[src/hw/spfc_regs.vh]
// register offsets, field positions and reset values of the port fifo
// configuration bank; included by the design files by bare name
`ifndef SPFC_REGS_VH
`define SPFC_REGS_VH
`define SPFC_OFS_P0_LIMITS 12'h000
`define SPFC_OFS_P0_USAGE 12'h004
`define SPFC_OFS_P0_THRESH 12'h008
`define SPFC_OFS_P0_VLAN 12'h00C
`define SPFC_OFS_P0_PRIMAP 12'h010
`define SPFC_OFS_GAP 12'h014
`define SPFC_OFS_SA_LO 12'h018
`define SPFC_OFS_SA_HI 12'h01C
`define SPFC_OFS_P2_LIMITS 12'h020
`define SPFC_OFS_P2_USAGE 12'h024
`define SPFC_OFS_CTRL 12'h028
`define SPFC_TX_MSB 8
`define SPFC_TX_LSB 4
`define SPFC_RX_MSB 3
`define SPFC_RX_LSB 0
`define SPFC_TH_P2_MSB 12
`define SPFC_TH_P2_LSB 8
`define SPFC_TH_P1_MSB 4
`define SPFC_TH_P1_LSB 0
`define SPFC_PRI_MSB 15
`define SPFC_PRI_LSB 13
`define SPFC_CFI_BIT 12
`define SPFC_VID_MSB 11
`define SPFC_VID_LSB 0
`define SPFC_GAP_MSB 4
`define SPFC_CTRL_PASS_BIT 2
`define SPFC_CTRL_EN_P2_BIT 1
`define SPFC_CTRL_EN_P1_BIT 0
`define SPFC_RST_LIMITS 9'h000
`define SPFC_RST_THRESH 13'h0000
`define SPFC_RST_VLAN 16'h0000
`define SPFC_RST_PRIMAP 32'h33333333
`define SPFC_PRIMAP_MASK 32'h33333333
`define SPFC_RST_GAP 5'h00
`define SPFC_RST_SA 48'h000000000000
`define SPFC_RST_SA_LO 16'h0000
`define SPFC_RST_SA_HI 32'h00000000
`define SPFC_RST_CTRL 3'h0
`endif

[src/hw/spfc_block_counter.v]
// one queue's block usage counter: grants allocation below the limit
// assumes alloc and release requests are on clk and single-cycle
`include "spfc_regs.vh"

module spfc_block_counter #(
  parameter W = 5
) (
  input wire clk, // system clock
  input wire sys_rst, // synchronous reset, active high
  input wire [W-1:0] limit, // programmed block limit
  input wire allocReq, // request for one more block
  input wire releaseReq, // one block returned
  output wire allocGrant, // request granted this cycle
  output reg [W-1:0] count_reg // blocks in use
);
  assign allocGrant = allocReq && (count_reg < limit);

  always @(posedge clk) begin
    if (sys_rst) begin
      count_reg <= {W{1'b0}};
    end else if (allocGrant && !(releaseReq && count_reg != {W{1'b0}})) begin
      count_reg <= count_reg + {{(W-1){1'b0}}, 1'b1};
    end else if (!allocGrant && releaseReq && count_reg != {W{1'b0}}) begin
      count_reg <= count_reg - {{(W-1){1'b0}}, 1'b1};
    end
  end
endmodule // spfc_block_counter

[src/hw/spfc_port_fifo_config.v]
// apb register bank for port fifo limits, usage, flow thresholds,
// default vlan tag, priority map, mac gap level and source address.
// assumes an apb master on clk; fifo and packet events on clk.
//
// The implementer's own choices: the APB interface to the registers and the register offsets.
`include "spfc_regs.vh"

module spfc_port_fifo_config (
  input wire clk, // system clock, 200 mhz
  input wire sys_rst, // synchronous reset, active high
  input wire psel, // apb select
  input wire penable, // apb access phase
  input wire pwrite, // apb write
  input wire [11:0] paddr, // apb byte address
  input wire [31:0] pwdata, // apb write data
  output wire pready, // apb ready, always one
  output reg [31:0] prdata, // apb read data
  output wire pslverr, // apb error on unmapped address
  input wire p0TxAllocReq, // port 0 tx wants a block
  input wire p0TxRelease, // port 0 tx frees a block
  input wire p0RxAllocReq, // port 0 rx wants a block
  input wire p0RxRelease, // port 0 rx frees a block
  input wire p2TxAllocReq, // port 2 tx wants a block
  input wire p2TxRelease, // port 2 tx frees a block
  input wire p2RxAllocReq, // port 2 rx wants a block
  input wire p2RxRelease, // port 2 rx frees a block
  output wire p0TxAllocGrant, // port 0 tx block granted
  output wire p0RxAllocGrant, // port 0 rx block granted
  output wire p2TxAllocGrant, // port 2 tx block granted
  output wire p2RxAllocGrant, // port 2 rx block granted
  input wire [4:0] port1TxBlocksInUse, // port 1 tx usage
  output reg port0RxFlowControl, // port 0 receive flow control
  input wire [2:0] headerPriority, // priority of packet being queued
  output reg [1:0] switchQueuePriority, // mapped queue priority
  input wire tagValid, // a received tag to process
  input wire [15:0] tagIn, // received tag control field
  output reg [15:0] tagOut, // tag after default vid handling
  output reg tagOutValid, // tagOut valid pulse
  output reg [4:0] port0ShortGapLevel, // mac short gap level
  output reg [47:0] macSourceAddress // byte 0 of saLo_reg in bits 15-8
);
  reg [8:0] p0Limits_reg;
  reg [8:0] p2Limits_reg;
  reg [12:0] p0Thresh_reg;
  reg [15:0] p0Vlan_reg;
  reg [31:0] p0PriMap_reg;
  reg [4:0] gap_reg;
  reg [15:0] saLo_reg;
  reg [31:0] saHi_reg;
  reg [2:0] ctrl_reg;
  wire [4:0] p0TxUse;
  wire [3:0] p0RxUse;
  wire [4:0] p2TxUse;
  wire [3:0] p2RxUse;
  wire wrEn;
  wire rdEn;
  reg mapped;
  reg [31:0] rdNext;

  // zero-extend a packed tx/rx usage or limit pair into a bus word
  function [31:0] pairWord;
    input [4:0] tx;
    input [3:0] rx;
    begin
      pairWord = {23'h000000, tx, rx};
    end
  endfunction

  assign wrEn = psel && penable && pwrite;
  assign rdEn = psel && !penable && !pwrite;
  assign pready = 1'b1;
  assign pslverr = psel && penable && !mapped;

  spfc_block_counter #(.W(5)) p0TxCnt (
    .clk(clk),
    .sys_rst(sys_rst),
    .limit(p0Limits_reg[`SPFC_TX_MSB:`SPFC_TX_LSB]),
    .allocReq(p0TxAllocReq),
    .releaseReq(p0TxRelease),
    .allocGrant(p0TxAllocGrant),
    .count_reg(p0TxUse)
  );
  spfc_block_counter #(.W(4)) p0RxCnt (
    .clk(clk),
    .sys_rst(sys_rst),
    .limit(p0Limits_reg[`SPFC_RX_MSB:`SPFC_RX_LSB]),
    .allocReq(p0RxAllocReq),
    .releaseReq(p0RxRelease),
    .allocGrant(p0RxAllocGrant),
    .count_reg(p0RxUse)
  );
  spfc_block_counter #(.W(5)) p2TxCnt (
    .clk(clk),
    .sys_rst(sys_rst),
    .limit(p2Limits_reg[`SPFC_TX_MSB:`SPFC_TX_LSB]),
    .allocReq(p2TxAllocReq),
    .releaseReq(p2TxRelease),
    .allocGrant(p2TxAllocGrant),
    .count_reg(p2TxUse)
  );
  spfc_block_counter #(.W(4)) p2RxCnt (
    .clk(clk),
    .sys_rst(sys_rst),
    .limit(p2Limits_reg[`SPFC_RX_MSB:`SPFC_RX_LSB]),
    .allocReq(p2RxAllocReq),
    .releaseReq(p2RxRelease),
    .allocGrant(p2RxAllocGrant),
    .count_reg(p2RxUse)
  );

  // register writes take effect at the access-phase edge
  always @(posedge clk) begin
    if (sys_rst) begin
      p0Limits_reg <= `SPFC_RST_LIMITS;
      p2Limits_reg <= `SPFC_RST_LIMITS;
      p0Thresh_reg <= `SPFC_RST_THRESH;
      p0Vlan_reg <= `SPFC_RST_VLAN;
      p0PriMap_reg <= `SPFC_RST_PRIMAP;
      gap_reg <= `SPFC_RST_GAP;
      saLo_reg <= `SPFC_RST_SA_LO;
      saHi_reg <= `SPFC_RST_SA_HI;
      ctrl_reg <= `SPFC_RST_CTRL;
    end else if (wrEn) begin
      if (paddr == `SPFC_OFS_P0_LIMITS) begin
        p0Limits_reg <= pwdata[8:0];
      end else if (paddr == `SPFC_OFS_P0_THRESH) begin
        p0Thresh_reg <= pwdata[12:0];
      end else if (paddr == `SPFC_OFS_P0_VLAN) begin
        p0Vlan_reg <= pwdata[15:0];
      end else if (paddr == `SPFC_OFS_P0_PRIMAP) begin
        p0PriMap_reg <= pwdata & `SPFC_PRIMAP_MASK;
      end else if (paddr == `SPFC_OFS_GAP) begin
        gap_reg <= pwdata[`SPFC_GAP_MSB:0];
      end else if (paddr == `SPFC_OFS_SA_LO) begin
        saLo_reg <= pwdata[15:0];
      end else if (paddr == `SPFC_OFS_SA_HI) begin
        saHi_reg <= pwdata;
      end else if (paddr == `SPFC_OFS_P2_LIMITS) begin
        p2Limits_reg <= pwdata[8:0];
      end else if (paddr == `SPFC_OFS_CTRL) begin
        ctrl_reg <= pwdata[2:0];
      end
    end
  end

  // read mux; unused bits stay zero
  always @* begin
    mapped = 1'b1;
    rdNext = 32'h00000000;
    if (paddr == `SPFC_OFS_P0_LIMITS) begin
      rdNext = pairWord(p0Limits_reg[8:4], p0Limits_reg[3:0]);
    end else if (paddr == `SPFC_OFS_P0_USAGE) begin
      rdNext = pairWord(p0TxUse, p0RxUse);
    end else if (paddr == `SPFC_OFS_P0_THRESH) begin
      rdNext = {19'h00000, p0Thresh_reg[12:8], 3'h0,
                p0Thresh_reg[4:0]};
    end else if (paddr == `SPFC_OFS_P0_VLAN) begin
      rdNext = {16'h0000, p0Vlan_reg};
    end else if (paddr == `SPFC_OFS_P0_PRIMAP) begin
      rdNext = p0PriMap_reg;
    end else if (paddr == `SPFC_OFS_GAP) begin
      rdNext = {27'h0000000, gap_reg};
    end else if (paddr == `SPFC_OFS_SA_LO) begin
      rdNext = {16'h0000, saLo_reg};
    end else if (paddr == `SPFC_OFS_SA_HI) begin
      rdNext = saHi_reg;
    end else if (paddr == `SPFC_OFS_P2_LIMITS) begin
      rdNext = pairWord(p2Limits_reg[8:4], p2Limits_reg[3:0]);
    end else if (paddr == `SPFC_OFS_P2_USAGE) begin
      rdNext = pairWord(p2TxUse, p2RxUse);
    end else if (paddr == `SPFC_OFS_CTRL) begin
      rdNext = {29'h00000000, ctrl_reg};
    end else begin
      mapped = 1'b0;
    end
  end

  // read data is captured in the setup cycle, valid in the access phase
  always @(posedge clk) begin
    if (sys_rst) begin
      prdata <= 32'h00000000;
    end else if (rdEn) begin
      prdata <= rdNext;
    end
  end

  // flow control, priority mapping, tag handling and mac outputs
  always @(posedge clk) begin
    if (sys_rst) begin
      port0RxFlowControl <= 1'b0;
      switchQueuePriority <= 2'h0;
      tagOut <= 16'h0000;
      tagOutValid <= 1'b0;
      port0ShortGapLevel <= 5'h00;
      macSourceAddress <= `SPFC_RST_SA;
    end else begin
      port0RxFlowControl <=
        (ctrl_reg[`SPFC_CTRL_EN_P2_BIT] &&
         p2TxUse >= p0Thresh_reg[`SPFC_TH_P2_MSB:`SPFC_TH_P2_LSB]) ||
        (ctrl_reg[`SPFC_CTRL_EN_P1_BIT] &&
         port1TxBlocksInUse >=
           p0Thresh_reg[`SPFC_TH_P1_MSB:`SPFC_TH_P1_LSB]);
      switchQueuePriority <=
        p0PriMap_reg[{headerPriority, 2'b00} +: 2];
      tagOutValid <= tagValid;
      if (tagValid) begin
        if (!ctrl_reg[`SPFC_CTRL_PASS_BIT] &&
            tagIn[`SPFC_VID_MSB:`SPFC_VID_LSB] == 12'h000) begin
          tagOut <= {tagIn[15:12],
                     p0Vlan_reg[`SPFC_VID_MSB:`SPFC_VID_LSB]};
        end else begin
          tagOut <= tagIn;
        end
      end
      port0ShortGapLevel <= gap_reg;
      macSourceAddress <= {saHi_reg[7:0], saHi_reg[15:8], saHi_reg[23:16],
                           saHi_reg[31:24], saLo_reg[7:0],
                           saLo_reg[15:8]};
    end
  end
endmodule // spfc_port_fifo_config

[config.mk]
export PLATFORM = sky130hd
export DESIGN_NAME = spfc_port_fifo_config
export DESIGN_NICKNAME = d
export VERILOG_FILES = /design/src/hw/spfc_block_counter.v /design/src/hw/spfc_port_fifo_config.v
export VERILOG_INCLUDE_DIRS = /design/src /design/src/hw
export SDC_FILE = /design/constraint.sdc
export NUM_CORES = 1
export LEC_CHECK = 0
export BUFFER_PORTS_ARGS = -buffer_cell sky130_fd_sc_hd__clkbuf_2
export CAP_MARGIN = 20
export CORE_MARGIN = 2
export CORE_UTILIZATION = 55
export CTS_BUF_LIST = sky130_fd_sc_hd__clkbuf_4
export DETAILED_ROUTE_END_ITERATION = 8
export PLACE_DENSITY = 0.76
export RECOVER_POWER = 100
export SLEW_MARGIN = 20
export SYNTH_ARGS = -nofsm -noshare
export SYNTH_HDL_FRONTEND = slang
export SYNTH_SLANG_ARGS = --single-unit
[constraint.sdc]
create_clock -name clk -period 3.2 [get_ports clk]
set_input_delay 0.48 -clock clk [delete_from_list [all_inputs] [get_ports clk]]
set_output_delay 0.48 -clock clk [all_outputs]
set_load 0.005 [all_outputs]
==> results of run 1 <==
==> critical path, stage by stage (launching register included) <==
cell,delay (ps)
sky130_fd_sc_hd__dfxtp_1,450
sky130_fd_sc_hd__ha_1,290
sky130_fd_sc_hd__a21oi_1,140
sky130_fd_sc_hd__o21ai_1,90
sky130_fd_sc_hd__a31oi_2,220
sky130_fd_sc_hd__nand2_2,120
sky130_fd_sc_hd__fa_1,470
sky130_fd_sc_hd__a21o_1,170
sky130_fd_sc_hd__a21o_1,180
sky130_fd_sc_hd__or2_1,200
sky130_fd_sc_hd__mux2i_1,130
sky130_fd_sc_hd__mux2_1,330
==> cell families (layout without fill, tap and decap cells) <==
logic type	count (synthesis)	after routing	synth area share [%]
compound gates	295	295	16.5
xor+xnor	8	8	0.661
fa+ha+maj	38	38	4.77
buf+inv	112	395	4.22
flops	239	239	45.1
mux	59	59	6.58
other cells	1	2	0.0354
simple gates	505	505	22.2
==> cell type report <==
class                   count  area (sq um)  share of cell area [%]
inverters                  31           116                   0.916
clock inverters            19           111                   0.877
repair buffers            258          1360                    10.7
clock buffers              87           653                    5.14
diodes                      1          2.50                  0.0197
flip-flops and latches    239          4780                    37.7
multi-input cells         906          5340                    42.1
well taps                 260           325                    2.56
==> Yosys cell counts, drive strengths merged (3+ instances only) <==
master,n
nand3,45
nor3b,3
mux4,7
o21ai,57
xor2,5
or2,6
a31oi,4
nand3b,3
o2111ai,3
a21oi,152
nand2b,8
nor3,18
nand2,256
ha,34
a22oi,5
clkbuf,54
dfxtp,239
fa,4
o221ai,3
mux2i,36
or4,5
nor2b,69
nor4,7
buf,27
a211oi,16
a2bb2oi,6
mux2,16
o22ai,3
nor2,75
o211ai,4
inv,30
a221oi,9
xnor2,3
a21o,10
==> routing by layer <==
layer / GRT usage, % / vias up
li1: - / 4866
met4: 14.1 / 0
met2: 49.0 / 488
met3: 7.58 / 88
met5: 0 / -
met1: 43.2 / 4807
==> power breakdown <==
part	switching, mW	leakage (nW)	internal, mW	total, mW
Clock	1.24	0.452	1.33	2.57
Combinational	0.881	2.58	0.737	1.62
Sequential	0.140	1.94	3.09	3.23
Total	2.26	4.97	5.16	7.41
==> metrics by stage <==
step	setup slack, ps	cells	cell area [sq um]
floorplan	204	1257	10600
global placement	254	1674	11900
detailed placement	180	1674	11900
CTS	150	1799	12900
global route	4.10	1801	12700
finish	273	1801	12700
==> repair_timing <==
action / in CTS / in global routing
hold buffers: 19 / 0
setup buffers: 0 / 1
resized for setup: 0 / 3
setup endpoints to repair: 0 / 1
hold endpoints to repair: 27 / 0
==> worst min path at each step <==
stage / to / cells past startpoint
after floorplan: prdata[15] / 2
after global placement: prdata[30] / 2
after detailed placement: prdata[15] / 2
after CTS: tagOut[13] / 3
after global routing: p0Vlan_reg[14] / 3
final: switchQueuePriority[1] / 3
==> summary.json, run 1 <==
{
  "core_sq_um": 18800,
  "async_set_or_reset_register_ratio_after_synthesis_pct": 0,
  "gpl.final_weighted_congestion": 1.01,
  "die-height_um": 143,
  "num_rows": 50,
  "dieArea_sq_um": 20400,
  "final_hold_viol_count": 0,
  "worst_ep_required_time_ps": 3750,
  "final_cell_mix": "sky130_fd_sc_hd__nand2_1, sky130_fd_sc_hd__dfxtp_1, sky130_fd_sc_hd__a21oi_1",
  "period_needed_ps": 2930,
  "route.antenna.remaining_nets": 0,
  "worst_ir_drop_vdd_mv": 0.327,
  "clock-skew-final_ps": 61.5,
  "setup.worst_path.class": "reg -> reg",
  "netlist_area_sq_um": 10600,
  "pwr_density_cell_nw_per_um2": 584,
  "met2_wirelength_mm": 15.0,
  "global_route.overflow_total": 0,
  "detailedRoute.firstPassIterationCount": 6,
  "timing.final.max_slew_violations": 142,
  "routed_wl_mm": 32.8,
  "cp-startpoint": "p2TxCnt.count_reg[2]",
  "htreeDepth": 2,
  "top_layer_used": "met4",
  "hp-class": "in -> reg",
  "synth.area.top_cells": "sky130_fd_sc_hd__dfxtp_1, sky130_fd_sc_hd__nand2_1, sky130_fd_sc_hd__a21oi_1",
  "final_net_count": 1617,
  "worst_reg_to_reg_cells": 11,
  "setup.reg_to_reg.worst_slack_ps": 270,
  "setup_viol_count_final": 0,
  "achievable-frequency_ghz": 0.342,
  "crit_path_max_fanout": 6,
  "cts_sinks": 239,
  "initial_utilization_pct": 56.3,
  "place.port_buffers": 191,
  "routed_via_density": 5.69,
  "top_reg_cell_synth": "sky130_fd_sc_hd__dfxtp_1",
  "routed_wire_length_per_instance_um": 18.2,
  "fin_crit_sh_pct": 91.5,
  "synth_edf_count": 0,
  "leakagePower_nw": 4.97,
  "critical_path.startpoint_type": "register",
  "postSynthCellCount": 1257,
  "setup.worst_path.end_class": "register",
  "synth-seq-cells": 239,
  "synth_seq_area_share_pct": 45.1,
  "clockBufferDepth": 3,
  "yosys.cell_types.count": 67,
  "drc_errors": 0,
  "antenna_found_initial": 1,
  "totalNegativeSetupSlack_ps": 0,
  "synth.largest_area_cell": "sky130_fd_sc_hd__dfxtp_1",
  "leading_cell_type_in_the_layout_fill_and_taps_excluded": "sky130_fd_sc_hd__nand2_1",
  "worst_setup_path_endpoint": "p2TxCnt.count_reg[4]",
  "grt_usage_pct": 32.0,
  "grt_max_degree": 89,
  "layout_cell_share_with_drive_strength_beyond_1_pct": 17.8,
  "critical_path.reg2reg.endpoint": "p2TxCnt.count_reg[4]",
  "first_global_vias": 9663,
  "filler_cell_count": 1645,
  "avgSynthCellArea_sq_um": 8.44,
  "critical_path_arrival_ps": 3470,
  "boundaryPins": 193,
  "clock_tree.root_cell": "sky130_fd_sc_hd__clkbuf_4",
  "largest_register_ffs": 48,
  "violations": "capacitance limit, slew limit",
  "worst_slew_pin_slew_ps": 1830,
  "wl_met1_mm": 13.8,
  "syn-num-nets": 1377,
  "drtIter0Drc": 891,
  "grt_first_pass_wirelength_mm": 51.4,
  "timing.rr.start": "p2TxCnt.count_reg[2]",
  "worst_hold_slack_ps": 57.0,
  "max-cap-violations": 3,
  "flow.area_growth_from_synthesis_pct": 19.7,
  "hpwl_mm": 23.1,
  "maxSlewHeadroom_pct": -22.1,
  "cts.reportedPaths.clkPinSlew_ps": 70,
  "worst_hold_startpoint": "headerPriority[2]",
  "fp.dieW_um": 143,
  "ys.warnings.count": 0,
  "synth.top_cell.area_share_pct": 45.1,
  "rsz0062_at_grt": "false",
  "result_of_the_run": "complete, but fails checks",
  "p_total_mw": 7.41,
  "wl_met3_mm": 2.88,
  "cts-buffers-inserted": 61,
  "post-route-util_pct": 67.4,
  "tritoncts": "built",
  "detailroute.via_count": 10200,
  "clock_insertion_delay_at_the_later_pin_of_the_skew_report_ps": 720
}
No activity file was read; power rests on OpenSTA's default activity.
==> run 2: changes to the inputs <==
--- a/config.mk
+++ b/config.mk
@@ -14,6 +14,7 @@
 export DETAILED_ROUTE_END_ITERATION = 8
 export PLACE_DENSITY = 0.76
 export RECOVER_POWER = 100
+export REMOVE_ABC_BUFFERS = 1
 export SLEW_MARGIN = 20
 export SYNTH_ARGS = -nofsm -noshare
 export SYNTH_HDL_FRONTEND = slang
==> run 2 against run 1 <==
Compared with the run above:
- the flow still finishes with violations (capacitance limit, slew limit)
- clock power barely moved
- power is 0.45% lower
- highest routed layer is now met5
- sequential share of layout area is 0.15 points higher
- maximum frequency shrank 5.3%
- setup slack worse by 160 ps
- wire length fell by 3.8%
- die area did not move
- via count is 1.2% lower
- largest cell class unchanged
- hold slack lost 15 ps
- design area decreased by 0.40%
- clock-buffer cell count rose by 5
==> summary.json, run 2 (synthesized netlist as in run 1, its figures left out) <==
{
  "result_of_the_run": {"value": "complete, but fails checks", "change": "unchanged"},
  "violations": {"value": "capacitance limit, slew limit", "change": "unchanged"},
  "htreeDepth": {"value": 3, "change": "was 2"},
  "place.port_buffers": {"value": 191, "change": "unchanged"},
  "crit_chain": {"value": "clkbuf_1, and2_0, o21ai_0, a31oi_1, clkbuf_2", "change": "was ha_1, a21oi_1, o21ai_1, a31oi_2, nand2_2, fa_1, a21o_1, a21o_1, or2_1, mux2i_1, mux2_1"},
  "routed_wire_length_per_instance": {"value": 17.6, "unit": "um", "change": "was 18.2 um"},
  "fp.dieW": {"value": 143, "unit": "um", "change": "unchanged"},
  "hpwl": {"value": 22.4, "unit": "mm", "change": "was 23.1 mm"},
  "leakagePower": {"value": 4.99, "unit": "nW", "change": "was 4.97 nW"},
  "cpMaxStageDelayCell": {"value": "sky130_fd_sc_hd__clkbuf_1", "change": "was sky130_fd_sc_hd__fa_1"},
  "critical_path_arrival": {"value": 2610, "unit": "ps", "change": "was 3470 ps"},
  "worstHoldEndpoint": {"value": "saHi_reg[18]", "change": "was switchQueuePriority[1]"},
  "crit_path_max_fanout": {"value": 22, "change": "was 6"},
  "gpl.final_weighted_congestion": {"value": 1.03, "change": "was 1.01"},
  "tritoncts": {"value": "built", "change": "unchanged"},
  "setup_viol_count_final": {"value": 0, "change": "unchanged"},
  "core": {"value": 18800, "unit": "sq um", "change": "unchanged"},
  "layout_cell_share_with_drive_strength_beyond_1": {"value": 19.6, "unit": "%", "change": "was 17.8%"},
  "cts.reportedPaths.clkPinSlew": {"value": 60, "unit": "ps", "change": "was 70 ps"},
  "cell_count_post_placement": {"value": 1673, "change": "was 1674"},
  "clock-skew-final": {"value": 29.8, "unit": "ps", "change": "was 61.5 ps"},
  "place_ws": {"value": 62.5, "unit": "ps", "change": "was 180 ps"},
  "timing.final.max_slew_violations": {"value": 77, "change": "was 142"},
  "worst_reg_to_reg_cells": {"value": 11, "change": "unchanged"},
  "largest_register_ffs": {"value": 48, "change": "unchanged"},
  "grt_usage": {"value": 30.6, "unit": "%", "change": "was 32.0%"},
  "detailed_place.area": {"value": 11900, "unit": "sq um", "change": "about the same"},
  "worst_ep_required_time": {"value": 2720, "unit": "ps", "change": "was 3750 ps"},
  "period_needed": {"value": 3090, "unit": "ps", "change": "was 2930 ps"},
  "critical_path.reg2reg.endpoint": {"value": "p0RxCnt.count_reg[3]", "change": "was p2TxCnt.count_reg[4]"},
  "hp-class": {"value": "in -> reg", "change": "unchanged"},
  "grt_first_pass_wirelength": {"value": 48.8, "unit": "mm", "change": "was 51.4 mm"},
  "critical_path_s_largest_stage_delay": {"value": 920, "unit": "ps", "change": "was 470 ps"},
  "boundaryPins": {"value": 193, "change": "unchanged"},
  "worst_hold_startpoint": {"value": "pwdata[18]", "change": "was headerPriority[2]"},
  "max-cap-violations": {"value": 2, "change": "was 3"},
  "initial_utilization": {"value": 56.3, "unit": "%", "change": "unchanged"},
  "fin_crit_sh": {"value": 96.5, "unit": "%", "change": "was 91.5%"},
  "detailroute.via_count": {"value": 10100, "change": "was 10200"},
  "clock_tree.root_cell": {"value": "sky130_fd_sc_hd__clkbuf_4", "change": "unchanged"},
  "critical_path.startpoint_type": {"value": "input port", "change": "was register"},
  "setup.reg_to_reg.worst_slack": {"value": 180, "unit": "ps", "change": "was 270 ps"},
  "final_cell_mix": {"value": "sky130_fd_sc_hd__nand2_1, sky130_fd_sc_hd__dfxtp_1, sky130_fd_sc_hd__a21oi_1", "change": "unchanged"},
  "rsz0062_at_grt": {"value": "false", "change": "unchanged"},
  "detailedRoute.firstPassIterationCount": {"value": 5, "change": "was 6"},
  "routed_wl": {"value": 31.6, "unit": "mm", "change": "was 32.8 mm"},
  "drtIter0Drc": {"value": 848, "change": "was 891"},
  "worst_slew_pin_slew": {"value": 1950, "unit": "ps", "change": "was 1830 ps"},
  "first_global_vias": {"value": 9418, "change": "was 9663"},
  "pwr_density_cell": {"value": 584, "unit": "nW/um^2", "change": "about the same"},
  "worst_hold_slack": {"value": 42.1, "unit": "ps", "change": "was 57.0 ps"},
  "flow.area_growth_from_synthesis": {"value": 19.2, "unit": "%", "change": "was 19.7%"},
  "timing.rr.start": {"value": "p0RxCnt.count_reg[2]", "change": "was p2TxCnt.count_reg[2]"},
  "final_net_count": {"value": 1608, "change": "was 1617"},
  "worst_ir_drop_vdd": {"value": 0.474, "unit": "mV", "change": "was 0.327 mV"},
  "antenna_found_initial": {"value": 3, "change": "was 1"},
  "clockBufferDepth": {"value": 3, "change": "unchanged"},
  "global_route.overflow_total": {"value": 0, "change": "unchanged"},
  "cts-buffers-inserted": {"value": 66, "change": "was 61"},
  "filler_cell_count": {"value": 1638, "change": "was 1645"},
  "routed_via_density": {"value": 5.65, "change": "was 5.69"},
  "final_hold_viol_count": {"value": 0, "change": "unchanged"},
  "cts_sinks": {"value": 239, "change": "unchanged"},
  "num_rows": {"value": 50, "change": "unchanged"},
  "maxSlewHeadroom": {"value": -30.2, "unit": "%", "change": "was -22.1%"},
  "hold-path-cell-count": {"value": 3, "change": "unchanged"},
  "route.antenna.remaining_nets": {"value": 0, "change": "unchanged"},
  "count_of_placed_standard_cells_in_the_final_layout_fillers_left_out": {"value": 1791, "change": "was 1801"},
  "totalNegativeSetupSlack": {"value": 0, "unit": "ps", "change": "unchanged"},
  "die-height": {"value": 143, "unit": "um", "change": "unchanged"},
  "post-route-worst-setup-slack": {"value": 111, "unit": "ps", "change": "was 273 ps"},
  "setup.worst_path.end_class": {"value": "primary output", "change": "was register"},
  "setup.worst_path.class": {"value": "in -> out", "change": "was reg -> reg"},
  "dieArea": {"value": 20400, "unit": "sq um", "change": "unchanged"},
  "post_route_cell_area": {"value": 12600, "unit": "sq um", "change": "was 12700 sq um"},
  "clock_insertion_delay_at_the_later_pin_of_the_skew_report": {"value": 690, "unit": "ps", "change": "was 720 ps"},
  "drc_errors": {"value": 0, "change": "unchanged"},
  "achievable-frequency": {"value": 0.324, "unit": "GHz", "change": "was 0.342 GHz"},
  "leading_cell_type_in_the_layout_fill_and_taps_excluded": {"value": "sky130_fd_sc_hd__nand2_1", "change": "unchanged"},
  "grt_max_degree": {"value": 91, "change": "was 89"}
}
## run 2: cell count changes in the layout (fill, tap and decap cells not counted), sizes merged
| cell | delta |
|---|---|
| dlygate4sd3 | -12 |
| clkinv | -6 |
| buf | +3 |
| clkinvlp | +3 |
| inv | +2 |
| bufinv | -1 |
| diode | +1 |
## run 2: critical path, delay by kind of cell
kind | cells | cell delay [ps]
buf+inv | 2 | 1100
simple gates | 1 | 530
compound gates | 2 | 490
## run 2: worst max-delay path by stage
| stage | startpoint | endpoint |
|---|---|---|
| 3_5_place_dp | p0RxCnt.count_reg[2] | p0RxCnt.count_reg[3] |
| 4_1_cts | p0RxCnt.count_reg[2] | p0RxCnt.count_reg[3] |
| 2_1_floorplan | paddr[7] | saHi_reg[0] |
| 6_report | paddr[2] | pslverr |
| 3_3_place_gp | p0RxCnt.count_reg[2] | p0RxCnt.count_reg[3] |
| 5_1_grt | p2Limits_reg[3] | p2RxCnt.count_reg[3] |
## run 2: routing by layer
metal	GRT usage, %	vias to the layer above	wire (um)
met1	39.7	4645	12700
met5	0	-	11
li1	-	4833	-
met2	46.8	536	14300
met3	8.58	110	3300
met4	15.2	2	1270
## run 2: power breakdown
| group | total [mW] | internal [mW] | switching (mW) |
|---|---|---|---|
| clock network | 2.56 | 1.33 | 1.24 |
| registers | 3.24 | 3.09 | 0.148 |
| logic | 1.58 | 0.717 | 0.863 |
| total | 7.38 | 5.13 | 2.25 |
## run 2: final cells by class
cell class	instances	area (sq um)	area share, %
clock inverter	17	81.3	0.643
antenna	2	5.00	0.0396
timing repair buffer	244	1250	9.90
inverter	31	116	0.920
tap	260	325	2.57
clock buffer	92	691	5.46
sequential	239	4780	37.8
multi-input combinational	906	5390	42.6
## run 2: repair_timing
| item | in CTS | in global routing |
|---|---|---|
| setup buffers | 0 | 0 |
| hold buffers | 7 | 0 |
| gates resized for setup | 0 | 3 |
| setup endpoints to repair | 0 | 2 |
| hold endpoints to repair | 7 | 0 |
## run 2: metrics by stage
stage	util, %	power [mW]
floorplan	-	4.31
global placement	63.4	4.80
detailed placement	63.4	4.86
CTS	67.9	7.43
global route	67.2	7.82
finish	67.2	7.38
